--- src/rtc_pkg.sv ---
`default_nettype none
package rtc_pkg;
  // ---------------------------------------------------------------
  // register map
  // ---------------------------------------------------------------
  localparam logic [7:0] ADDR_CONFIG    = 8'ha1;
  localparam logic [7:0] ADDR_FRACTION  = 8'ha2;
  localparam logic [7:0] ADDR_SECONDS   = 8'ha3;
  localparam logic [7:0] ADDR_MINUTES   = 8'ha4;
  localparam logic [7:0] ADDR_HOURS     = 8'ha5;
  localparam logic [7:0] ADDR_INTERVAL  = 8'ha6;
  localparam logic [7:0] ADDR_KEY       = 8'hc1;
  localparam logic [7:0] ADDR_NOM_TRIM  = 8'hf6;
  localparam logic [7:0] ADDR_TEMP_TRIM = 8'hf7;
  localparam logic [7:0] ADDR_IRQ_PIN   = 8'hff;
  localparam logic [7:0] UNLOCK_VALUE   = 8'hea;

  // ---------------------------------------------------------------
  // config field positions and reset value
  // ---------------------------------------------------------------
  localparam int BIT_MIDNIGHT = 7;
  localparam int BIT_DAY_WRAP = 6;
  localparam int BIT_BASE_HI  = 5;
  localparam int BIT_BASE_LO  = 4;
  localparam int BIT_SINGLE   = 3;
  localparam int BIT_ALARM    = 2;
  localparam int BIT_RUN      = 1;
  localparam int BIT_RSVD     = 0;
  localparam logic [7:0] CONFIG_RESET = 8'h01;

  // ---------------------------------------------------------------
  // wrap points
  // ---------------------------------------------------------------
  localparam logic [7:0] FRACTION_LAST = 8'h7f;
  localparam logic [7:0] SIXTY_LAST    = 8'h3b;
  localparam logic [7:0] HOUR_LAST_24  = 8'h17;
  localparam logic [7:0] HOUR_LAST_256 = 8'hff;

  typedef enum logic [1:0] {
    RTC_BASE_FRACTION = 2'b00,
    RTC_BASE_SECOND   = 2'b01,
    RTC_BASE_MINUTE   = 2'b10,
    RTC_BASE_HOUR     = 2'b11
  } rtc_base_t;

  typedef struct packed {
    logic       wr;
    logic [7:0] addr;
    logic [7:0] wdata;
  } rtc_bus_t;

  typedef struct packed {
    logic frac_wrap;
    logic sec_wrap;
    logic min_wrap;
    logic hour_wrap;
  } rtc_ticks_t;
endpackage : rtc_pkg
`default_nettype wire

--- src/rtc_timekeeper.sv ---
// Function
// - registers only reached as whole bytes
// - counter and pin-config writes need key 0xEA
// - day flag set on full rollover, clearable
// - bit 6 selects hour wrap 23 or 255
// - wrap select written by any config write, cleared by reset
// - bits 5:4 pick interval time base
// - bit 3 picks periodic or single-shot alarm
// - alarm flag set by hardware, never by write
// - bit 1 low stops and zeroes interval
// - fraction counts 1/128 s, wraps at 127
// - seconds and minutes wrap at 59
// - hour wrap raises clock interrupt
// - interval match sets alarm and interrupt
`default_nettype none
module rtc_timekeeper (
  input  wire logic         clk,
  input  wire logic         resetn,
  input  wire logic         tick_128hz,
  input  wire rtc_pkg::rtc_bus_t bus,
  output logic [7:0]        rdata,
  output logic [7:0]        irq_pin_config,
  output logic [7:0]        nominal_trim,
  output logic [7:0]        temperature_trim,
  output logic              irq_pulse
);
  // ---------------------------------------------------------------
  // reset release and tick synchroniser
  // ---------------------------------------------------------------
  logic [1:0] rst_sync;
  logic       rst_n;
  logic [2:0] tick_sync;
  logic       tick_level;
  logic       tick;

  // reset asserts at once, its release waits two clock edges
  always_ff @(posedge clk or negedge resetn) begin
    if (!resetn) begin
      rst_sync <= 2'b00;
    end else begin
      rst_sync <= {rst_sync[0], 1'b1};
    end
  end
  assign rst_n = rst_sync[1];

  always_ff @(posedge clk or negedge rst_n) begin
    if (!rst_n) begin
      tick_sync  <= 3'b000;
      tick_level <= 1'b0;
    end else begin
      tick_sync <= {tick_sync[1:0], tick_128hz};
      // a new level counts once the last two stages agree
      if (tick_sync[2] == tick_sync[1]) begin
        tick_level <= tick_sync[2];
      end
    end
  end

  logic tick_prev;
  always_ff @(posedge clk or negedge rst_n) begin
    if (!rst_n) begin
      tick_prev <= 1'b0;
    end else begin
      tick_prev <= tick_level;
    end
  end
  assign tick = tick_level & ~tick_prev;

  // ---------------------------------------------------------------
  // register state
  // ---------------------------------------------------------------
  logic [7:0] config_reg;
  logic [7:0] fraction_counter;
  logic [7:0] one_hz_counter;
  logic [7:0] per_sixty_s_counter;
  logic [7:0] hours_count;
  logic [7:0] interval_target;
  logic [7:0] unlock_key;
  logic [7:0] interval_count;
  logic       unlocked;
  logic       wr_config;
  rtc_pkg::rtc_ticks_t ticks;
  rtc_pkg::rtc_base_t  base;
  logic       base_tick;
  logic       interval_hit;
  logic [7:0] hour_last;

  function automatic logic wr_at(input rtc_pkg::rtc_bus_t b,
                                 input logic [7:0] a);
    wr_at = b.wr && (b.addr == a);
  endfunction : wr_at

  function automatic logic [7:0] wrap_inc(input logic [7:0] v,
                                          input logic [7:0] last);
    wrap_inc = (v == last) ? 8'h00 : v + 8'h01;
  endfunction : wrap_inc

  // whole-byte writes only, there is no bit path
  assign unlocked  = (unlock_key == rtc_pkg::UNLOCK_VALUE);
  assign wr_config = wr_at(bus, rtc_pkg::ADDR_CONFIG);
  assign hour_last = config_reg[rtc_pkg::BIT_DAY_WRAP] ?
                     rtc_pkg::HOUR_LAST_24 :
                     rtc_pkg::HOUR_LAST_256;

  // ---------------------------------------------------------------
  // cascade of wraps
  // ---------------------------------------------------------------
  assign ticks.frac_wrap = tick &&
    (fraction_counter == rtc_pkg::FRACTION_LAST);
  assign ticks.sec_wrap  = ticks.frac_wrap &&
    (one_hz_counter == rtc_pkg::SIXTY_LAST);
  assign ticks.min_wrap  = ticks.sec_wrap &&
    (per_sixty_s_counter == rtc_pkg::SIXTY_LAST);
  assign ticks.hour_wrap = ticks.min_wrap &&
    (hours_count == hour_last);

  always_ff @(posedge clk or negedge rst_n) begin
    if (!rst_n) begin
      unlock_key <= 8'h00;
    end else if (wr_at(bus, rtc_pkg::ADDR_KEY)) begin
      // hardware never clears the key, software owns that
      unlock_key <= bus.wdata;
    end
  end

  // locked writes fall through to normal counting
  always_ff @(posedge clk or negedge rst_n) begin
    if (!rst_n) begin
      fraction_counter <= 8'h00;
    end else if (unlocked && wr_at(bus, rtc_pkg::ADDR_FRACTION)) begin
      fraction_counter <= bus.wdata;
    end else if (tick) begin
      fraction_counter <= wrap_inc(fraction_counter,
                                   rtc_pkg::FRACTION_LAST);
    end
  end

  always_ff @(posedge clk or negedge rst_n) begin
    if (!rst_n) begin
      one_hz_counter <= 8'h00;
    end else if (unlocked && wr_at(bus, rtc_pkg::ADDR_SECONDS)) begin
      one_hz_counter <= bus.wdata;
    end else if (ticks.frac_wrap) begin
      one_hz_counter <= wrap_inc(one_hz_counter,
                                 rtc_pkg::SIXTY_LAST);
    end
  end

  always_ff @(posedge clk or negedge rst_n) begin
    if (!rst_n) begin
      per_sixty_s_counter <= 8'h00;
    end else if (unlocked && wr_at(bus, rtc_pkg::ADDR_MINUTES)) begin
      per_sixty_s_counter <= bus.wdata;
    end else if (ticks.sec_wrap) begin
      per_sixty_s_counter <= wrap_inc(per_sixty_s_counter,
                                      rtc_pkg::SIXTY_LAST);
    end
  end

  always_ff @(posedge clk or negedge rst_n) begin
    if (!rst_n) begin
      hours_count <= 8'h00;
    end else if (unlocked && wr_at(bus, rtc_pkg::ADDR_HOURS)) begin
      hours_count <= bus.wdata;
    end else if (ticks.min_wrap) begin
      hours_count <= wrap_inc(hours_count, hour_last);
    end
  end

  always_ff @(posedge clk or negedge rst_n) begin
    if (!rst_n) begin
      irq_pin_config <= 8'h00;
    end else if (unlocked && wr_at(bus, rtc_pkg::ADDR_IRQ_PIN)) begin
      irq_pin_config <= bus.wdata;
    end
  end

  // ---------------------------------------------------------------
  // plain registers
  // ---------------------------------------------------------------
  always_ff @(posedge clk or negedge rst_n) begin
    if (!rst_n) begin
      interval_target <= 8'h00;
    end else if (wr_at(bus, rtc_pkg::ADDR_INTERVAL)) begin
      interval_target <= bus.wdata;
    end
  end

  always_ff @(posedge clk or negedge rst_n) begin
    if (!rst_n) begin
      nominal_trim <= 8'h00;
    end else if (wr_at(bus, rtc_pkg::ADDR_NOM_TRIM)) begin
      nominal_trim <= bus.wdata;
    end
  end

  always_ff @(posedge clk or negedge rst_n) begin
    if (!rst_n) begin
      temperature_trim <= 8'h00;
    end else if (wr_at(bus, rtc_pkg::ADDR_TEMP_TRIM)) begin
      temperature_trim <= bus.wdata;
    end
  end

  // ---------------------------------------------------------------
  // interval timer
  // ---------------------------------------------------------------
  assign base = rtc_pkg::rtc_base_t'(
    config_reg[rtc_pkg::BIT_BASE_HI:rtc_pkg::BIT_BASE_LO]);

  always_comb begin
    unique case (base)
      rtc_pkg::RTC_BASE_FRACTION: base_tick = tick;
      rtc_pkg::RTC_BASE_SECOND:   base_tick = ticks.frac_wrap;
      rtc_pkg::RTC_BASE_MINUTE:   base_tick = ticks.sec_wrap;
      rtc_pkg::RTC_BASE_HOUR:     base_tick = ticks.min_wrap;
    endcase
  end

  // single-shot parks here until the run bit drops
  logic shot_done;
  // the 8-bit sum wraps, so a zero target means 256 ticks
  assign interval_hit = config_reg[rtc_pkg::BIT_RUN] && base_tick &&
    !shot_done && (interval_count + 8'h01 == interval_target);

  always_ff @(posedge clk or negedge rst_n) begin
    if (!rst_n) begin
      interval_count <= 8'h00;
      shot_done      <= 1'b0;
    end else if (!config_reg[rtc_pkg::BIT_RUN]) begin
      interval_count <= 8'h00;
      shot_done      <= 1'b0;
    end else if (interval_hit) begin
      interval_count <= 8'h00;
      shot_done      <= config_reg[rtc_pkg::BIT_SINGLE];
    end else if (base_tick && !shot_done) begin
      interval_count <= interval_count + 8'h01;
    end
  end

  // ---------------------------------------------------------------
  // configuration and flags; hardware set beats software clear
  // ---------------------------------------------------------------
  always_ff @(posedge clk or negedge rst_n) begin
    if (!rst_n) begin
      config_reg <= rtc_pkg::CONFIG_RESET;
    end else begin
      if (wr_config) begin
        config_reg[rtc_pkg::BIT_DAY_WRAP:rtc_pkg::BIT_RUN+1+1] <=
          bus.wdata[rtc_pkg::BIT_DAY_WRAP:rtc_pkg::BIT_RUN+1+1];
        config_reg[rtc_pkg::BIT_RUN]  <= bus.wdata[rtc_pkg::BIT_RUN];
        config_reg[rtc_pkg::BIT_RSVD] <= bus.wdata[rtc_pkg::BIT_RSVD];
        // flags: a written zero clears, a written one keeps
        config_reg[rtc_pkg::BIT_ALARM] <= config_reg[rtc_pkg::BIT_ALARM]
          & bus.wdata[rtc_pkg::BIT_ALARM];
        config_reg[rtc_pkg::BIT_MIDNIGHT] <=
          config_reg[rtc_pkg::BIT_MIDNIGHT]
          & bus.wdata[rtc_pkg::BIT_MIDNIGHT];
      end
      if (ticks.hour_wrap) begin
        config_reg[rtc_pkg::BIT_MIDNIGHT] <= 1'b1;
      end
      if (interval_hit) begin
        config_reg[rtc_pkg::BIT_ALARM] <= 1'b1;
      end
    end
  end

  always_ff @(posedge clk or negedge rst_n) begin
    if (!rst_n) begin
      irq_pulse <= 1'b0;
    end else begin
      // one cycle per event, the flags hold the lasting record
      irq_pulse <= ticks.hour_wrap | interval_hit;
    end
  end

  // ---------------------------------------------------------------
  // read mux
  // ---------------------------------------------------------------
  always_ff @(posedge clk or negedge rst_n) begin
    if (!rst_n) begin
      rdata <= 8'h00;
    end else begin
      // read data lags the address by one clock
      unique case (bus.addr)
        rtc_pkg::ADDR_CONFIG:    rdata <= config_reg;
        rtc_pkg::ADDR_FRACTION:  rdata <= fraction_counter;
        rtc_pkg::ADDR_SECONDS:   rdata <= one_hz_counter;
        rtc_pkg::ADDR_MINUTES:   rdata <= per_sixty_s_counter;
        rtc_pkg::ADDR_HOURS:     rdata <= hours_count;
        rtc_pkg::ADDR_INTERVAL:  rdata <= interval_target;
        rtc_pkg::ADDR_KEY:       rdata <= unlock_key;
        rtc_pkg::ADDR_NOM_TRIM:  rdata <= nominal_trim;
        rtc_pkg::ADDR_TEMP_TRIM: rdata <= temperature_trim;
        rtc_pkg::ADDR_IRQ_PIN:   rdata <= irq_pin_config;
        default:                 rdata <= 8'h00;
      endcase
    end
  end
endmodule : rtc_timekeeper
`default_nettype wire

--- config.mk ---
export PLATFORM = sky130hd
export DESIGN_NAME = rtc_timekeeper
export DESIGN_NICKNAME = d
export VERILOG_FILES = /design/src/rtc_pkg.sv /design/src/rtc_timekeeper.sv
export SDC_FILE = /design/constraint.sdc
export NUM_CORES = 1
export LEC_CHECK = 0
export ABC_AREA = 0
export BUFFER_PORTS_ARGS = -buffer_cell sky130_fd_sc_hd__buf_2
export CAP_MARGIN = 5
export CORE_ASPECT_RATIO = 0.9
export CORE_MARGIN = 2
export CORE_UTILIZATION = 65
export CTS_CLUSTER_SIZE = 8
export DETAILED_ROUTE_END_ITERATION = 7
export GPL_ROUTABILITY_DRIVEN = 0
export HOLD_SLACK_MARGIN = 0.08
export PLACE_DENSITY = 0.86
export REMOVE_ABC_BUFFERS = 1
export SYNTH_ARGS = -nofsm -noshare
export SYNTH_HDL_FRONTEND = slang
export SYNTH_SLANG_ARGS = --single-unit
--- constraint.sdc ---
create_clock -name clk -period 5.8 [get_ports clk]
set_clock_uncertainty 0.05 [all_clocks]
set_input_delay 0.29 -clock clk [delete_from_list [all_inputs] [get_ports clk]]
set_output_delay 0.29 -clock clk [all_outputs]
set_load 0.005 [all_outputs]
# Word-level counts from Yosys, hierarchy flattened
# Index checks and enable logic that the tools add are counted.
# totals
ff_bits,105
word_cells,106
out_inout_bits,33
input_bits,20
# op_classes
reduce_logical,31
n_eq_ne,22
n_bitwise,5
add_sub_neg,5
mux,23
# op_table
cell,n
2-to-1 mux 8 bit,17
"equality test 8 bit, second input constant",11
case mux 8 bit (10 select lines),1
"adder 8 x 1 -> 8 bit, second input constant",5
logical AND 1 bit,23
"equality test 8 x 6 -> 1 bit, second input constant",2
equality test 8 bit,2
nonzero test 2 bit,6
"equality test 8 x 7 -> 1 bit, second input constant",1
"equality test 2 bit, second input constant",2
2-to-1 mux 1 bit,4
case mux 1 bit (4 select lines),1
AND 1 bit,3
"!= test 3 x 1 -> 1 bit, second input constant",1
"equality test 2 x 1 -> 1 bit, second input constant",1
logical NOT 2 bit,1
"!= test 2 x 1 -> 1 bit, second input constant",1
equality test 1 bit,1
logical NOT 1 bit,1
NOT 1 bit,1
bitwise OR 1 bit,1

# Depth between registers and ports, before layout
# Gate-level depths: netlist of run 1.
# depth
ltp_word,11
mapped_depth,9
ltp_nobuf,7

# Worst setup path after synthesis of run 1
# Ideal clock, no wire load.
# synth_path
path_kind,register to register
from,register one_hz_counter[0]
to,register hours_count[6]
setup_ns,0.066
period_less_slack_ns,2.080
required_time_ns,5.684
arrival_ns,1.963
setup_slack_ns,3.720
stages_incl_launch_ff,9
n_path_buf,1
path_cell_list,dfrtp_1 > ha_1 > nand2b_4 > nor4_4 > buf_4 > nand3_2 > a311o_1 > or4_1 > nand2_1
# synth_via
elab_chain_len,4
# synth_lines
element,line,rtl
from (decl),rtc_timekeeper.sv:74,logic [7:0] one_hz_counter;
from (signal assigned),rtc_timekeeper.sv:142,one_hz_counter <= bus.wdata;
from (signal assigned),rtc_timekeeper.sv:144,"one_hz_counter <= wrap_inc(one_hz_counter,"
equality test 8 x 6 -> 1 bit,rtc_timekeeper.sv:111,(one_hz_counter == rtc_pkg::SIXTY_LAST);
logical AND 1 bit,rtc_timekeeper.sv:110,assign ticks.sec_wrap = ticks.frac_wrap &&
logical AND 1 bit,rtc_timekeeper.sv:112,assign ticks.min_wrap = ticks.sec_wrap &&
nonzero test 2 bit (no line),-,
to (signal assigned),rtc_timekeeper.sv:164,hours_count <= bus.wdata;
to (signal assigned),rtc_timekeeper.sv:166,"hours_count <= wrap_inc(hours_count, hour_last);"
to (decl),rtc_timekeeper.sv:76,logic [7:0] hours_count;
# No other way between the ends.
# A chain may end at the register's enable or synchronous reset.

# Worst setup path in the final report of run 1
# layout_path
from,register fraction_counter[1]
to,register interval_count[3]
# layout_via
elab_chain_len,10
word_cells_on_any_way,12
classes_between,eq/ne: 2; mux: 3; reduce/logical: 7
# layout_lines
element,line,rtl
from (decl),rtc_timekeeper.sv:73,logic [7:0] fraction_counter;
from (signal assigned),rtc_timekeeper.sv:131,fraction_counter <= bus.wdata;
from (signal assigned),rtc_timekeeper.sv:133,"fraction_counter <= wrap_inc(fraction_counter,"
equality test 8 x 7 -> 1 bit *,rtc_timekeeper.sv:109,(fraction_counter == rtc_pkg::FRACTION_LAST);
logical AND 1 bit *,rtc_timekeeper.sv:108,assign ticks.frac_wrap = tick &&
logical AND 1 bit,rtc_timekeeper.sv:110,
logical AND 1 bit,rtc_timekeeper.sv:112,
case mux 1 bit (4 select lines) *,rtc_timekeeper.sv:212,unique case (base)
logical AND 1 bit (2 in a row),rtc_timekeeper.sv:223,assign interval_hit = config_reg[rtc_pkg::BIT_RUN] && base_tick &&
logical AND 1 bit,rtc_timekeeper.sv:224,!shot_done && (interval_count + 8'h01 == interval_target);
2-to-1 mux 8 bit,rtc_timekeeper.sv:233,end else if (interval_hit) begin
2-to-1 mux 8 bit,rtc_timekeeper.sv:230,end else if (!config_reg[rtc_pkg::BIT_RUN]) begin
to (signal assigned),rtc_timekeeper.sv:237,interval_count <= interval_count + 8'h01;
to (decl),rtc_timekeeper.sv:79,logic [7:0] interval_count;
# Mark *: on every way between the ends. The rest lies on a longest branch, timed or not.

==> reports/results.txt, run 1 <==
Mapped Area: 5860 um2
top_reg_cell synth: dfrtp_1
post-CTS setup buffer count: 0
final number of setup-violating endpoints: 0
Leakage: 2.75 nW
core area: 8690 um2
Root Buffer: clkbuf_8
initial DRC count: 592
kind of critical path: flip-flop to flip-flop
Finished Core Util: 72.9%
Post-synth ARST share: 100%
top routing layer used: met4
Total Nets Final: 631
pin count of the biggest net entering global routing: 88
Post-synth EDFFs: 0
CTS tree: yes
Worst-Margin Slew: 1.07 ns
iteration count of the initial detailed-routing pass: 5
Yosys warnings: 0
Final Hold Violating Endpoints: 0
ANT cells: 0
I/O Buffers: 52
DP Wirelength: 10.7 mm
# DRC: 0
hold crit path type: flip-flop to async pin
Die Y: 94.1 um
routed vias/inst: 6.85
CTS max path bufs: 2
maxcap violations: 0
Synth Instances: 571
Reg clk slew, reported paths: 0.11 ns
critical path peak fanout: 15
wl on met1: 6.13 mm
Synth Register Bits: 105
Critical Path AT: 3.02 ns
synth unique cells: 78
PD cells: 237 nW/um2
WL met3: 1.67 mm
worst vdd ir: 0.000188 V
first-pass GRT wire length: 24.7 mm
share of cells above drive strength 1: 24.7%
hold buffer count at cts: 2
CP Launch Type: flip-flop
GRT Total Usage: 33.0%
latest clock arrival within the worst-skew pair: 0.39 ns
Final period util: 48.3%
Setup crit end kind: flip-flop
RSZ-0062 raised after global routing: false
Yosys top cell area share: 44.4%
via count: 5000
Clock Sinks: 105
Final Max Tran Viols: 0
synthesized area per cell: 10.3 um2
final worst path period need: 2.80 ns
die area: 9800 um2
max_slew headroom: 28.8%
Synth area leaders: dfrtp_1, mux2_2, mux2i_1, a21oi_1, nand2_1
H-tree levels: 3
Die Span X: 104 um
Peak Freq: 357 MHz
Starting Density: 67.5%
Design Power: 0.00150 W
row count: 32
DRT Wirelength: 15.3 mm
fill cell count: 628
hold slack: 0.133 ns
remaining antenna violation count: 0
Ports: 53
synthesis-to-layout area growth: 8.02%
# resized after CTS: 0
grt ovf: 0
biggest area consumer among synthesized cells: dfrtp_1
initial antenna violation count: 0
number of global-route vias before repair: 4710
DR WL met2: 6.91 mm
TNS Setup: 0 ns
CTS buffer count: 9
worst endpoint required time: 6.02 ns
post-synthesis sequential area ratio: 44.8%
WL per Instance: 20.9 um
outcome: completed
## Yosys cell counts, types with 8 or more instances
| cell type | count |
|---|---|
| nand2_1 | 48 |
| nand3_1 | 13 |
| nor2_1 | 44 |
| xor2_1 | 8 |
| buf_2 | 10 |
| clkbuf_1 | 11 |
| nand4_1 | 12 |
| and3_1 | 17 |
| dfrtp_1 | 104 |
| mux2_2 | 56 |
| mux2i_1 | 20 |
| a21oi_1 | 37 |
| o21ai_0 | 31 |
| a22oi_1 | 8 |
## per-stage QoR
stage / setup slack, ns / cells / area [um2]
after global routing: 2.76 / 730 / 6330
final: 3.00 / 730 / 6330
after floorplan: 2.61 / 540 / 5700
after CTS: 3.08 / 730 / 6330
after detailed placement: 3.08 / 712 / 6120
after global placement: 3.30 / 712 / 6120
## worst max-delay path, stage by stage (launching register included)
cell and delay, ns:
dfrtp_1 0.42, ha_1 0.25, nand4_1 0.27, nor3_4 0.50
a32oi_1 0.22, nor2_1 0.54, and3_1 0.34, nor4_1 0.09
## layer usage
| layer | vias to the layer above | GRT usage [%] |
|---|---|---|
| met5 | - | 0 |
| li1 | 2195 | - |
| met2 | 325 | 49.6 |
| met3 | 62 | 6.66 |
| met4 | 0 | 14.3 |
| met1 | 2418 | 46.8 |
## final cells by class
type | instances | area (um2) | area share (%)
flip-flops and latches | 105 | 2630 | 41.6
clock inverters | 6 | 55.1 | 0.869
clock buffers | 10 | 138 | 2.17
multi-input cells | 429 | 3050 | 48.2
well taps | 119 | 149 | 2.35
inverters | 6 | 22.5 | 0.356
repair buffers | 55 | 288 | 4.54
## power breakdown
part           switching, W  leakage, nW  total, W  internal (W)
clock network      0.000272        0.100  0.000450      0.000178
registers         0.0000663         1.31  0.000846      0.000779
logic              0.000119         1.34  0.000207     0.0000883
## cells in the final DEF, fill, tap and decap left out, types with 4 or more instances in the layout
cell	Yosys	final
dfrtp_1	104	103
mux2_2	56	56
buf_2	10	52
nand2_1	48	48
nor2_1	44	44
a21oi_1	37	37
o21ai_0	31	31
mux2i_1	20	20
and3_1	17	17
nand3_1	13	13
nand4_1	12	12
clkbuf_8	0	10
a22oi_1	8	8
xor2_1	8	8
o22ai_1	7	7
xnor2_1	7	7
or3_1	6	6
nor3b_1	5	5
a22o_1	5	5
a221oi_1	5	5
inv_1	5	5
nand2b_1	5	5
nor4_1	5	5
nor3_1	5	5
ha_1	5	5
nor2b_1	4	4
nor2_2	4	4
a221o_1	4	4
inv_6	0	4
## cells by family (layout without fill, tap and decap cells)
logic type / after synthesis / in the layout / share of synthesized area (%)
AND/OR/NAND/NOR: 202 / 202 / 19.9
AO/OA/AOI/OAI: 129 / 129 / 14.4
flip-flops: 105 / 105 / 44.8
multiplexers: 76 / 76 / 14.2
buffers and inverters: 37 / 77 / 3.16
XOR/XNOR: 15 / 15 / 2.24
adder cells (fa/ha/maj): 6 / 6 / 1.24
other: 1 / 1 / 0.0639
## worst paths after layout
check	slack, ns	to	cells past startpoint	start
worst max-delay path	3.00	interval_count[3]	7	fraction_counter[1]
worst min-delay path	0.13	rdata[2]	0	rst_sync[1]
worst max register to register	3.00	interval_count[3]	7	fraction_counter[1]
worst min register to register	0.13	rdata[2]	0	rst_sync[1]
max in group asynchronous	4.24	one_hz_counter[7]	1	rst_sync[1]
min in group clk	0.23	hours_count[2]	3	bus[2]
Note: power is estimated with default switching activity, not from simulation.
==> run 2: changes to the inputs <==
CORE_UTILIZATION = 60   (was 65)
PLACE_DENSITY = 0.8   (was 0.86)
clock period = 2.6 ns   (was 5.8 ns; I/O delays follow)
==> run 2 against run 1 <==
Effect of this change:
- clock power up 110%
- maximum frequency up 16%
- core utilization down 4.6 points
- cell count up 3.8%
- die area up 8.0%
- largest cell class unchanged
- power up 120%
- combinational power up 140%
- critical endpoint is now hours_count[6]
- worst setup slack worse by 2.8 ns
- count of clock-buffer cells in the layout unchanged
- first-iteration DRC count down 30%
==> reports/results.txt, run 2 (synthesized netlist as in run 1, its figures left out) <==
H-tree levels: 3
die area: 10600 um2
number of global-route vias before repair: 4893
pin count of the biggest net entering global routing: 48
CTS max path bufs: 2
Leakage: 2.85 nW
GRT Total Usage: 31.0%
Clock Sinks: 105
final instance area: 6540 um2
critical path peak fanout: 11
Final Max Tran Viols: 0
# DRC: 0
dpl cells: 730
worst vdd ir: 0.000394 V
initial DRC count: 417
Die Y: 97.8 um
maxcap violations: 0
share of cells above drive strength 1: 26.1%
fill cell count: 730
sw power: 0.00102 W
CTS tree: yes
Switching Share: 30.4%
Ports: 53
routed vias/inst: 6.57
final number of setup-violating endpoints: 0
Critical Path AT: 2.70 ns
ANT cells: 0
hold crit path type: input pin to flip-flop
DP Area: 6230 um2
initial antenna violation count: 0
Comb power frac: 14.6%
remaining antenna violation count: 0
synthesis-to-layout area growth: 11.4%
Starting Density: 61.3%
Finished Core Util: 68.3%
max_slew headroom: 60.0%
CTS buffer count: 9
outcome: completed
Die Span X: 108 um
clock share of power: 28.9%
Final period util: 93.0%
core area: 9570 um2
most frequent cells in the layout: dfrtp_1, mux2_2, buf_2, nand2_1, nor2_1
Worst-Margin Slew: 0.601 ns
via count: 4982
Sequential Power Share: 56.5%
Setup crit end kind: flip-flop
latest clock arrival within the worst-skew pair: 0.39 ns
Root Buffer: clkbuf_8
WL per Instance: 20.4 um
DP Wirelength: 11.1 mm
commonest non-fill, non-tap cell in the layout: dfrtp_1
Multi-input gate area: 3060 um2
register area: 2630 um2
row count: 34
Reg clk slew, reported paths: 0.10 ns
kind of critical path: flip-flop to flip-flop
Final Hold Violating Endpoints: 0
Total Nets Final: 652
Finished Layout Cells: 758
final worst path period need: 2.42 ns
Peak Freq: 414 MHz
iteration count of the initial detailed-routing pass: 5
grt ovf: 0
first-pass GRT wire length: 25.2 mm
CP Launch Type: flip-flop
DRT Wirelength: 15.5 mm
I/O Buffers: 52
worst endpoint required time: 2.88 ns
internal power: 0.00233 W
PD cells: 512 nW/um2
[run 2: changes by cell type in the layout (fill, tap and decap cells not counted)]
cell and change:
buf_4 +12, dlygate4sd3_1 +7, inv_6 -3, buf_12 +2
clkinvlp_4 +2, clkbuf_1 +1, clkbuf_8 -1, clkinv_2 +1
clkinv_4 -1, inv_8 +1, or3_1 -1, or3_4 +1
[run 2: metal layers]
metal / up-vias / global-route usage, % / share of wire [%]
li1: 2233 / - / -
met1: 2427 / 43.4 / 41
met2: 280 / 47.2 / 48
met3: 42 / 7.14 / 8.6
met4: 0 / 11.7 / 2.6
met5: - / 0 / 0
[run 2: worst paths after layout]
| kind | cells after the start | start | end | slack, ns |
|---|---|---|---|---|
| min in group asynchronous | 0 | rst_sync[1] | interval_target[4] | 0.30 |
| min reg2reg | 0 | rst_sync[1] | interval_target[4] | 0.30 |
| max in group asynchronous | 1 | rst_sync[1] | config_reg[0] | 1.51 |
| max | 8 | fraction_counter[0] | hours_count[6] | 0.18 |
| min | 3 | bus[5] | per_sixty_s_counter[5] | 0.1 |
| max reg2reg | 8 | fraction_counter[0] | hours_count[6] | 0.18 |
[run 2: layout make-up]
class	instances	share of cell area, %
multi-input cells	429	46.8
clock inverters	6	0.785
well taps	126	2.41
repair buffers	76	7.47
flip-flops and latches	105	40.3
clock buffers	10	1.95
inverters	6	0.345
[run 2: through the flow]
| stage | setup TNS (ns) | hold slack, ns | worst slack [ns] | power (W) |
|---|---|---|---|---|
| global placement | 0 | -0.135 | 0.266 | 0.00234 |
| global route | -0.00134 | 0.0918 | -0.00134 | 0.00349 |
| floorplan | -60.16 | -0.216 | -0.590 | 0.00217 |
| CTS | 0 | 0.0900 | 0.136 | 0.00333 |
| detailed placement | 0 | -0.133 | 0.154 | 0.00237 |
| finish | 0 | 0.0960 | 0.182 | 0.00334 |
[run 2: power by group through the flow]
stage | registers (W) | clock network [W] | logic [W]
after floorplan | 0.00189 | 0 | 0.000280
after global placement | 0.00191 | 0 | 0.000427
after detailed placement | 0.00192 | 0 | 0.000450
after CTS | 0.00189 | 0.000979 | 0.000462
after global routing | 0.00191 | 0.00105 | 0.000533
final | 0.00189 | 0.000965 | 0.000488
[run 2: repair_timing]
item	CTS	global route
buffers inserted	0	3
hold endpoints to repair	13	0
hold buffers	9	0
setup endpoints to repair	0	13
resized for setup	0	1
[run 2: critical path: stages, from the launching register on]
cell     delay [ns]
dfrtp_1        0.40
ha_1           0.23
nand4_1        0.27
nor3_4         0.30
buf_12         0.16
nand3_2        0.11
a311o_1        0.36
or4_1          0.40
nand2_1        0.07
==> run 3: changes to the inputs <==
CORE_UTILIZATION = 56   (was 60)
PLACE_DENSITY = 0.76   (was 0.8)
==> run 3 against run 2 <==
Effect of this change:
- global-route usage shrank 2.4 points
- count of clock-buffer cells in the layout down 1
- critical path depth unchanged
- worst hold slack worse by 0.00079 ns
- power is 11% higher
- non-clock buffer count decreased by 5
- die area is 6.9% higher
- core utilization decreased by 3.6 points
- maximum frequency decreased by 0.75%
- sequential cell count is the same
- sequential power hardly changed
- cell area up 0.94%
- largest cell class unchanged
- highest routed layer unchanged
==> reports/results.txt, run 3 (synthesized netlist as in run 1, its figures left out) <==
WP depth: 8
DP Wirelength: 11.0 mm
Total Nets Final: 647
TNS Setup: 0 ns
ANT cells: 0
hold crit path type: input pin to flip-flop
fill cell count: 800
Final Hold Violating Endpoints: 0
Die Y: 101 um
core area: 10200 um2
final instance area: 6600 um2
GRT Total Usage: 28.5%
Multi-input gate area: 3060 um2
hold depth: 3
crit path cell chain: ha_1 > nand4_1 > buf_4 > nor3_4 > nand3_2 > a311o_1 > or4_1 > nand2_1
row count: 35
I/O Buffers: 52
sw power: 0.00109 W
remaining antenna violation count: 0
Comb power frac: 12.5%
CTS buffer count: 9
latest clock arrival within the worst-skew pair: 0.36 ns
worst endpoint required time: 2.84 ns
Switching Share: 29.3%
routed vias/inst: 6.42
iteration count of the initial detailed-routing pass: 5
Final Max Tran Viols: 0
Finished Layout Cells: 756
Reg clk slew, reported paths: 0.07 ns
Starting Density: 57.5%
critical path peak fanout: 8
Root Buffer: clkbuf_16
PD cells: 563 nW/um2
die area: 11300 um2
share of cells above drive strength 1: 26.5%
initial antenna violation count: 0
internal power: 0.00262 W
H-tree levels: 3
first-pass GRT wire length: 25.1 mm
dpl cells: 733
kind of critical path: flip-flop to flip-flop
final worst path period need: 2.44 ns
pin count of the biggest net entering global routing: 50
via count: 4852
final number of setup-violating endpoints: 0
Critical Path AT: 2.68 ns
Design Power: 0.00372 W
max incr delay on CP: 0.42 ns
Peak Freq: 410 MHz
CP Launch Type: flip-flop
WL per Instance: 20.4 um
synthesis-to-layout area growth: 12.5%
Critical path buffers and inverters: 1
reg2reg path depth: 8
Setup crit end kind: flip-flop
initial DRC count: 440
Leakage: 2.89 nW
clock share of power: 36.6%
Sequential Power Share: 51.0%
# DRC: 0
commonest non-fill, non-tap cell in the layout: dfrtp_1
CTS max path bufs: 2
DRT Wirelength: 15.4 mm
CP max-delay cell: dfrtp_1
grt ovf: 0
Final period util: 93.7%
maxcap violations: 0
number of global-route vias before repair: 4692
CTS tree: yes
Die Span X: 112 um
register area: 2630 um2
CP top delay family: simple AND/OR/NAND/NOR gates
DP Area: 6230 um2
worst vdd ir: 0.000536 V
Ports: 53
outcome: completed
most frequent cells in the layout: dfrtp_1, mux2_2, buf_2, nand2_1, nor2_1
Clock Sinks: 105
run 3: power groups by stage:
| stage | Sequential, W | Clock [W] | Combinational [W] |
|---|---|---|---|
| 2_1_floorplan | 0.00189 | 0 | 0.000280 |
| 4_1_cts | 0.00189 | 0.00138 | 0.000457 |
| 5_1_grt | 0.00191 | 0.00145 | 0.000515 |
| 3_5_place_dp | 0.00192 | 0 | 0.000452 |
| 6_report | 0.00189 | 0.00136 | 0.000464 |
| 3_3_place_gp | 0.00191 | 0 | 0.000437 |
run 3: worst reg2reg max path: cells and delay by family (launching register included):
kind            cells  cell delay (ns)
compound gates      1             0.37
fa+ha+maj           1             0.26
buf+inv             1             0.17
flops               1             0.42
simple gates        5             1.10
run 3: worst paths after layout:
| path | start | endpoint | slack [ns] |
|---|---|---|---|
| max in group asynchronous | rst_sync[1] | per_sixty_s_counter[3] | 1.59 |
| setup / recovery | fraction_counter[0] | hours_count[6] | 0.16 |
| hold / removal | bus[2] | hours_count[2] | 0.1 |
| hold reg to reg | rst_sync[1] | tick_prev | 0.24 |
| min in group asynchronous | rst_sync[1] | tick_prev | 0.24 |
| setup reg to reg | fraction_counter[0] | hours_count[6] | 0.16 |
run 3: area by class of cell:
class / instances / share of cell area (%)
flip-flops and latches: 105 / 39.9
well taps: 129 / 2.45
repair buffers: 71 / 6.41
clock inverters: 7 / 1.14
clock buffers: 9 / 3.41
multi-input cells: 429 / 46.3
inverters: 6 / 0.341
run 3: metrics by stage:
stage	hold slack (ns)	util [%]	setup slack, ns
2_1_floorplan	-0.216	-	-0.590
3_3_place_gp	-0.135	61.1	0.285
3_5_place_dp	-0.132	61.1	0.185
4_1_cts	0.0884	64.3	0.166
5_1_grt	0.132	64.6	-0.0184
6_report	0.0952	64.6	0.164
run 3: routing by layer:
layer / vias to the layer above / GRT usage [%] / routed length (um)
met5: - / 0 / 0
met4: 0 / 7.03 / 180
met3: 20 / 6.73 / 1260
met2: 208 / 44.1 / 7160
met1: 2395 / 41.0 / 6830
li1: 2229 / - / -
run 3: what timing repair did:
item,CTS,global route
setup endpoints to repair,0,6
gates resized for setup,0,1
buffers inserted,0,4
endpoints found under the hold margin,3,0
hold buffers,3,0
